==> src/hpc_pkg.sv <==
// Package for the hibernation power controller: register map, fields, resets, counts.
// Assumes a 32-bit APB slave clocked by pclk at 25 MHz.
package hpc_pkg;
    localparam logic [11:0] ADDR_COUNTER = 12'h000;
    localparam logic [11:0] ADDR_MATCH0 = 12'h004;
    localparam logic [11:0] ADDR_MATCH1 = 12'h008;
    localparam logic [11:0] ADDR_LOAD = 12'h00c;
    localparam logic [11:0] ADDR_CTRL = 12'h010;
    localparam logic [11:0] ADDR_INT_EN = 12'h014;
    localparam logic [11:0] ADDR_INT_RAW = 12'h018;
    localparam logic [11:0] ADDR_INT_CLR = 12'h01c;
    localparam logic [11:0] ADDR_TRIM = 12'h020;
    localparam logic [11:0] ADDR_STATUS = 12'h024;
    localparam logic [11:0] ADDR_DATA_BASE = 12'h030;
    localparam int DATA_WORDS = 64;
    localparam logic [11:0] ADDR_DATA_LAST = 12'h12c;
    // Control register bit positions
    localparam int CTRL_REQ = 0;
    localparam int CTRL_COUNT_EN = 1;
    localparam int CTRL_CLK_SEL = 2;
    localparam int CTRL_PIN_WEN = 3;
    localparam int CTRL_MATCH_WEN = 4;
    localparam int CTRL_LOWBAT_EN = 5;
    localparam int CTRL_VABORT = 6;
    localparam int CTRL_REF_EN = 7;
    localparam int CTRL_BITS = 8;
    // Interrupt bit positions
    localparam int IRQ_LOWBAT = 0;
    localparam int IRQ_MATCH0 = 1;
    localparam int IRQ_MATCH1 = 2;
    localparam int IRQ_WAKE = 3;
    localparam int IRQ_BITS = 4;
    localparam logic [CTRL_BITS-1:0] CTRL_RESET = 8'h00;
    localparam logic [15:0] TRIM_RESET = 16'h7fff;
    localparam logic [15:0] PREDIV_NOMINAL = 16'h7fff;
    localparam logic [5:0] TRIM_PERIOD_LAST = 6'h3f;
    localparam logic [6:0] XTAL_DIV_LAST = 7'h7f;
    typedef enum logic [1:0] {
        PWR_ON = 2'b00,
        PWR_OFF = 2'b01,
        PWR_WAKE = 2'b10
    } hpc_pwr_e;
    typedef struct packed {
        logic [11:0] addr;
        logic write;
        logic [31:0] wdata;
    } hpc_req_s;
endpackage

==> src/hpc_top.sv <==
// Hibernation power controller: regulator control, wake, seconds counter,
// retained store, interrupts, APB slave.
// Assumes ref_osc and xtal_in are sync level inputs toggling well below pclk/2.
`timescale 1ns/100ps
module hpc_top
(
    input wire logic pclk,
    input wire logic presetn,
    input wire logic psel,
    input wire logic penable,
    input wire logic pwrite,
    input wire logic [11:0] paddr,
    input wire logic [31:0] pwdata,
    output logic [31:0] prdata,
    output logic pready,
    output logic pslverr,
    input wire logic ref_osc,
    input wire logic xtal_in,
    input wire logic wake_n,
    input wire logic low_battery,
    output logic regulator_off_n,
    output logic irq
);
    hpc_pkg::hpc_req_s req;
    hpc_pkg::hpc_pwr_e state_ff;
    hpc_pkg::hpc_pwr_e nxt_state;
    logic [hpc_pkg::CTRL_BITS-1:0] ctrl_ff;
    logic [hpc_pkg::IRQ_BITS-1:0] raw_ff;
    logic [hpc_pkg::IRQ_BITS-1:0] en_ff;
    logic [31:0] counter_ff;
    logic [31:0] match_ff [2];
    logic [15:0] trim_ff;
    logic [15:0] prediv_ff;
    logic [5:0] sec_idx_ff;
    logic [6:0] xdiv_ff;
    logic xtal_d_ff;
    logic osc_d_ff;
    logic tick_ff;
    logic [31:0] store_ff [hpc_pkg::DATA_WORDS];
    logic access;
    logic wr;
    logic [31:0] rd_mux;
    logic bad_addr;
    logic [1:0] hit;
    logic pin_wake;
    logic match_wake;
    logic sec_end;
    logic [hpc_pkg::IRQ_BITS-1:0] set_ev;
    logic [hpc_pkg::IRQ_BITS-1:0] clr_ev;

    function automatic logic in_store(input logic [11:0] a);
        in_store = (a >= hpc_pkg::ADDR_DATA_BASE) && (a <= hpc_pkg::ADDR_DATA_LAST);
    endfunction

    function automatic logic [5:0] store_idx(input logic [11:0] a);
        logic [11:0] off;
        off = a - hpc_pkg::ADDR_DATA_BASE;
        store_idx = off[7:2];
    endfunction

    assign req = '{addr: paddr, write: pwrite, wdata: pwdata};
    assign access = psel && penable && pready;
    assign wr = access && req.write;

    // Reference tick: oscillator edge or crystal divided by 128
    always_ff @(posedge pclk or negedge presetn)
    begin
        if (!presetn)
        begin
            xtal_d_ff <= 1'b0;
            osc_d_ff <= 1'b0;
            xdiv_ff <= 7'h00;
            tick_ff <= 1'b0;
        end
        else
        begin
            xtal_d_ff <= xtal_in;
            osc_d_ff <= ref_osc;
            tick_ff <= 1'b0;
            if (!ctrl_ff[hpc_pkg::CTRL_REF_EN])
            begin
                xdiv_ff <= 7'h00;
            end
            else if (ctrl_ff[hpc_pkg::CTRL_CLK_SEL])
            begin
                tick_ff <= ref_osc && !osc_d_ff;
            end
            else if (xtal_in && !xtal_d_ff)
            begin
                xdiv_ff <= xdiv_ff + 7'h01;
                tick_ff <= (xdiv_ff == hpc_pkg::XTAL_DIV_LAST);
            end
        end
    end

    assign sec_end = tick_ff && (prediv_ff == 16'h0000);

    // Predivider and seconds counter
    always_ff @(posedge pclk or negedge presetn)
    begin
        if (!presetn)
        begin
            prediv_ff <= hpc_pkg::PREDIV_NOMINAL;
            sec_idx_ff <= 6'h00;
            counter_ff <= 32'h0000_0000;
        end
        else
        begin
            if (wr && req.addr == hpc_pkg::ADDR_LOAD)
            begin
                counter_ff <= req.wdata;
                prediv_ff <= hpc_pkg::PREDIV_NOMINAL;
            end
            else if (ctrl_ff[hpc_pkg::CTRL_COUNT_EN] && tick_ff)
            begin
                if (sec_end)
                begin
                    counter_ff <= counter_ff + 32'h0000_0001;
                    sec_idx_ff <= sec_idx_ff + 6'h01;
                    if (sec_idx_ff == hpc_pkg::TRIM_PERIOD_LAST - 6'h01)
                    begin
                        prediv_ff <= trim_ff;
                    end
                    else
                    begin
                        prediv_ff <= hpc_pkg::PREDIV_NOMINAL;
                    end
                end
                else
                begin
                    prediv_ff <= prediv_ff - 16'h0001;
                end
            end
        end
    end

    // Match compare, one per match register
    genvar gi;
    generate
        for (gi = 0; gi < 2; gi++)
        begin : g_match
            assign hit[gi] = ctrl_ff[hpc_pkg::CTRL_COUNT_EN] && (counter_ff == match_ff[gi]);
        end
    endgenerate

    assign pin_wake = ctrl_ff[hpc_pkg::CTRL_PIN_WEN] && !wake_n;
    assign match_wake = ctrl_ff[hpc_pkg::CTRL_MATCH_WEN] && (|hit);

    // Power state machine
    always_comb
    begin
        nxt_state = state_ff;
        case (state_ff)
            hpc_pkg::PWR_ON:
            begin
                if (ctrl_ff[hpc_pkg::CTRL_REQ] &&
                    !(ctrl_ff[hpc_pkg::CTRL_VABORT] && ctrl_ff[hpc_pkg::CTRL_LOWBAT_EN]
                      && low_battery))
                begin
                    nxt_state = hpc_pkg::PWR_OFF;
                end
            end
            hpc_pkg::PWR_OFF:
            begin
                if (pin_wake || match_wake)
                begin
                    nxt_state = hpc_pkg::PWR_WAKE;
                end
            end
            hpc_pkg::PWR_WAKE:
            begin
                nxt_state = hpc_pkg::PWR_ON;
            end
            default:
            begin
                nxt_state = hpc_pkg::PWR_ON;
            end
        endcase
    end

    always_ff @(posedge pclk or negedge presetn)
    begin
        if (!presetn)
        begin
            state_ff <= hpc_pkg::PWR_ON;
            regulator_off_n <= 1'b1;
        end
        else
        begin
            state_ff <= nxt_state;
            regulator_off_n <= (nxt_state != hpc_pkg::PWR_OFF);
        end
    end

    // Control, match, trim registers
    always_ff @(posedge pclk or negedge presetn)
    begin
        if (!presetn)
        begin
            ctrl_ff <= hpc_pkg::CTRL_RESET;
            match_ff[0] <= 32'hffff_ffff;
            match_ff[1] <= 32'hffff_ffff;
            trim_ff <= hpc_pkg::TRIM_RESET;
            en_ff <= 4'h0;
        end
        else
        begin
            if (state_ff == hpc_pkg::PWR_WAKE)
            begin
                ctrl_ff[hpc_pkg::CTRL_REQ] <= 1'b0;
            end
            else if (state_ff == hpc_pkg::PWR_ON && ctrl_ff[hpc_pkg::CTRL_REQ] &&
                     nxt_state == hpc_pkg::PWR_ON)
            begin
                ctrl_ff[hpc_pkg::CTRL_REQ] <= 1'b0;
            end
            if (wr)
            begin
                case (req.addr)
                    hpc_pkg::ADDR_CTRL: ctrl_ff <= req.wdata[hpc_pkg::CTRL_BITS-1:0];
                    hpc_pkg::ADDR_MATCH0: match_ff[0] <= req.wdata;
                    hpc_pkg::ADDR_MATCH1: match_ff[1] <= req.wdata;
                    hpc_pkg::ADDR_TRIM: trim_ff <= req.wdata[15:0];
                    hpc_pkg::ADDR_INT_EN: en_ff <= req.wdata[hpc_pkg::IRQ_BITS-1:0];
                    default:
                    begin
                    end
                endcase
            end
        end
    end

    // Sticky interrupt status; set wins over clear
    assign set_ev = {pin_wake && state_ff == hpc_pkg::PWR_OFF, hit[1], hit[0],
                     ctrl_ff[hpc_pkg::CTRL_LOWBAT_EN] && low_battery};
    assign clr_ev = (wr && req.addr == hpc_pkg::ADDR_INT_CLR) ?
                    req.wdata[hpc_pkg::IRQ_BITS-1:0] : 4'h0;

    always_ff @(posedge pclk or negedge presetn)
    begin
        if (!presetn)
        begin
            raw_ff <= 4'h0;
            irq <= 1'b0;
        end
        else
        begin
            raw_ff <= (raw_ff & ~clr_ev) | set_ev;
            irq <= |(((raw_ff & ~clr_ev) | set_ev) & en_ff);
        end
    end

    // Retained word store
    always_ff @(posedge pclk)
    begin
        if (wr && in_store(req.addr))
        begin
            store_ff[store_idx(req.addr)] <= req.wdata;
        end
    end

    // APB read decode
    always_comb
    begin
        rd_mux = 32'h0000_0000;
        bad_addr = 1'b0;
        if (in_store(req.addr))
        begin
            rd_mux = store_ff[store_idx(req.addr)];
        end
        else
        begin
            case (req.addr)
                hpc_pkg::ADDR_COUNTER: rd_mux = counter_ff;
                hpc_pkg::ADDR_MATCH0: rd_mux = match_ff[0];
                hpc_pkg::ADDR_MATCH1: rd_mux = match_ff[1];
                hpc_pkg::ADDR_LOAD: rd_mux = 32'h0000_0000;
                hpc_pkg::ADDR_CTRL: rd_mux = {24'h00_0000, ctrl_ff};
                hpc_pkg::ADDR_INT_EN: rd_mux = {28'h000_0000, en_ff};
                hpc_pkg::ADDR_INT_RAW: rd_mux = {28'h000_0000, raw_ff};
                hpc_pkg::ADDR_INT_CLR: rd_mux = 32'h0000_0000;
                hpc_pkg::ADDR_TRIM: rd_mux = {16'h0000, trim_ff};
                hpc_pkg::ADDR_STATUS: rd_mux = {30'h0000_0000, low_battery, state_ff == hpc_pkg::PWR_OFF};
                default: bad_addr = 1'b1;
            endcase
        end
    end

    // No wait state: pready rises at the edge that starts the first access cycle
    always_ff @(posedge pclk or negedge presetn)
    begin
        if (!presetn)
        begin
            pready <= 1'b0;
            pslverr <= 1'b0;
            prdata <= 32'h0000_0000;
        end
        else
        begin
            pready <= psel && !penable;
            pslverr <= psel && !penable && bad_addr;
            if (psel && !penable && !req.write)
            begin
                prdata <= rd_mux;
            end
        end
    end
endmodule

==> config.mk <==
export PLATFORM = sky130hd
export DESIGN_NAME = hpc_top
export DESIGN_NICKNAME = d
export VERILOG_FILES = /design/src/hpc_pkg.sv /design/src/hpc_top.sv
export SDC_FILE = /design/constraint.sdc
export NUM_CORES = 2
export LEC_CHECK = 0
export ABC_AREA = 1
export BUFFER_PORTS_ARGS = -buffer_cell sky130_fd_sc_hd__buf_2
export CAP_MARGIN = 40
export CORE_MARGIN = 8
export CORE_UTILIZATION = 40
export CTS_BUF_LIST = sky130_fd_sc_hd__clkbuf_8
export CTS_CLUSTER_DIAMETER = 50
export DETAILED_ROUTE_END_ITERATION = 8
export PLACE_DENSITY_LB_ADDON = 0.25
export SYNTH_ARGS = -nofsm -noshare
export SYNTH_HDL_FRONTEND = slang
export SYNTH_SLANG_ARGS = --single-unit
==> constraint.sdc <==
create_clock -name pclk -period 5.21 [get_ports pclk]
set_clock_uncertainty 0.15 [all_clocks]
set_input_delay 0.2605 -clock pclk [delete_from_list [all_inputs] [get_ports pclk]]
set_output_delay 0.2605 -clock pclk [all_outputs]
set_load 0.1 [all_outputs]
==> results_dict.tcl <==
set metrics [dict create \
    hold_start "pwdata[28]" \
    final_cell_mix "nand2_1, edfxtp_1, inv_1" \
    clkLatencyLatePin_ns 1.09 \
    rsz0062_at_grt "false" \
    post_cts_resize_count 0 \
    syn_area_sq_um 92230 \
    path_class "flip-flop to flip-flop" \
    io_buffer_count 88 \
    yosysTopAreaCell "edfxtp_1" \
    nets 8596 \
    cp.buffers_inverters 4 \
    peakVddDrop_mv 0.2187 \
    drt-initial-drc-count 7813 \
    clock.fmax_mhz 273.2 \
    yosysWarningCount 0 \
    grt_max_degree 130 \
    yosysUniqueCellTypes 45 \
    initial_core_util_pct 40.15 \
    htree_num_levels 5 \
    setup_viol 0 \
    crit_slowest_cell "nor2_4" \
    yosysSeqAreaShare_pct 72.18 \
    grt_pass1_wl_microns 438300 \
    critPathLaunchType "flip-flop" \
    cts_hold_buffers 72 \
    synth_edf_count 2048 \
    critPathMaxFanout 20 \
    critPathTopFamily "simple AND/OR/NAND/NOR gates" \
    final_hold_viol_count 0 \
    status "complete, no violations" \
    fillCellCount 21074 \
    crit_chain "nand3_1, nor2_1, dlygate4sd3_1, buf_4, inv_1, nor3_4, nand2_2, nor2_4, buf_12" \
    critPathMaxStageDelay_ns 0.57 \
    finalMaxSlewViolations 0 \
    dr_total_vias 64645 \
    synth_fp_nets 8235 \
    cp.depth 9 \
    r2r_start "pready$_DFF_PN0_" \
    reg2regPathDepth 9 \
    hold_path.class "input port to flip-flop" \
    clkTransAtPathRegs_ns 0.06 \
    ys_ff_latch 2246 \
    fp.dieW_microns 496.2 \
    die_area_sq_um 246200 \
    relSlewSlack_pct 29.79 \
    worstReg2RegEnd "store_ff[22][13]$_DFFE_PP_" \
    end_kind "flip-flop" \
    finalWeightedCongestion 0.9334 \
    coreArea_sq_um 229700 \
    cap_violations 0 \
    vias_per_cell 5.458 \
    drc 0 \
    cts_buffers 381 \
    post-cts-setup-buffers 0 \
    drtPass1Iterations 6 \
    clock_sinks 2246 \
    worst_slack_ns 1.550 \
    fin_crit_ns 3.660 \
    wl_per_cell_microns 25.52 \
    ys.flop_type "edfxtp_1" \
    crit_end "store_ff[22][13]$_DFFE_PP_" \
    post-dp-hpwl_microns 180400 \
    place_inst 11105 \
    antenna_found_initial 15 \
    cts_buffer_depth 4 \
    syn2layout_area_growth_pct 14.46 \
    drive_gt1_share_pct 11.52 \
    power.leakage_nw 39.25 \
    io_pins 89 \
    grt.overflow.total 0 \
    finalCritPeriodShare_pct 70.24 \
    root_buffer "clkbuf_8" \
    synth.avg_cell_area_sq_um 11.28 \
    pre_cts_ws_ns 1.352 \
    ant_nets 0 \
    fin_setup_tns_ns 0 \
    stdcell_count 11844 \
    synthArstFlopShare_pct 8.816 \
    routed_wl_microns 302300 \
    tightest_slew_ns 1.053 \
    power_density_nw_per_um2 348.6 \
    netlist_top_cells_area "edfxtp_1, nand2_1, nand3_1" \
    r2r_slack_ns 1.55 \
    worstPathArrival_ns 4.23 \
    die_y_microns 496.2 \
    first_global_vias 62857 \
    netlist_instances 8173 \
    layout_commonest_cell "nand2_1" \
    critPathLaunch "pready$_DFF_PN0_" \
    grt_usage_pct 24.05 \
    crit_required_ns 5.78 \
    rows 176 \
    synth_top_area_share_pct 66.68 \
    cts_tree "yes" \
]
worst min path at each step:
| stage | endpoint | slack [ns] | depth (start not counted) |
|---|---|---|---|
| after floorplan | counter_ff[0]$_DFFE_PN0P_ | -0.19 | 0 |
| after global placement | pslverr$_DFF_PN0_ | 0.22 | 1 |
| after detailed placement | pslverr$_DFF_PN0_ | 0.22 | 1 |
| after CTS | prdata[1]$_DFFE_PN0P_ | 0.004 | 13 |
| after global routing | store_ff[9][28]$_DFFE_PP_ | 0.06 | 3 |
| final | store_ff[9][28]$_DFFE_PP_ | 0.09 | 3 |
sequential cells by signal, summed over array words and instances, names as in the netlist:
register	flops
trim_ff	16
prdata	32
match_ff	64
sec_idx_ff	6
xtal_d_ff	1
ctrl_ff	8
store_ff	2048
pslverr	1
en_ff	4
osc_d_ff	1
irq	1
regulator_off_n	1
state_ff	2
raw_ff	4
prediv_ff	16
xdiv_ff	7
counter_ff	32
tick_ff	1
pready	1
report_power, final:
| part | switching, mW | internal [mW] |
|---|---|---|
| Clock | 7.03 | 7.30 |
| Combinational | 2.15 | 0.546 |
| Sequential | 0.0588 | 19.7 |
| Total | 9.24 | 27.6 |
worst min-delay path, stage by stage:
cell and delay [ns]:
dlygate4sd3_1 0.52, buf_2 0.13, buf_12 0.20
through the flow:
step / hold slack, ns / util [%] / power [mW] / instance area, sq um
finish: 0.08816 / 45.96 / 36.80 / 105600
CTS: 0.003769 / 45.96 / 37.01 / 105600
detailed placement: 0.2191 / 42.72 / 22.75 / 98120
floorplan: -0.1851 / - / 21.42 / 92230
global placement: 0.2179 / 42.58 / 22.72 / 97810
global route: 0.06252 / 45.96 / 37.95 / 105600
cell usage after synthesis, types with 18 or more instances:
cell type,n
clkbuf_1,204
o21ai_0,206
nor2_1,442
xor2_1,37
nand4_1,398
nand3_1,545
xnor2_1,20
buf_1,60
buf_2,151
o211ai_1,33
inv_1,462
o21ai_1,18
a22oi_1,24
dfrtp_1,103
dfstp_2,95
nor3_1,18
a21oi_1,287
or2_2,35
nand2_1,2910
edfxtp_1,2048
per-layer routing:
layer	part of all wire, %	GRT usage [%]
met1	41	33.32
met2	46	38.58
met3	9.5	4.755
met4	2.9	7.136
met5	0.013	0
cell families after synthesis:
family | share of synthesized area, %
flip-flops | 72.18
XOR/XNOR | 0.5413
adder cells (fa/ha/maj) | 0.1221
AO/OA/AOI/OAI | 3.316
buffers and inverters | 3.866
AND/OR/NAND/NOR | 19.97
final cells by class:
| type | count | area [sq um] | share of cell area, % |
|---|---|---|---|
| multi-input cells | 5031 | 22660 | 21.46 |
| diodes | 2 | 5.005 | 0.004741 |
| repair buffers | 396 | 4015 | 3.803 |
| flip-flops and latches | 2246 | 66570 | 63.06 |
| well taps | 3026 | 3786 | 3.587 |
| inverters | 478 | 1829 | 1.733 |
| clock inverters | 272 | 1291 | 1.223 |
| clock buffers | 393 | 5409 | 5.124 |
Power figures use the tool's default switching activity.
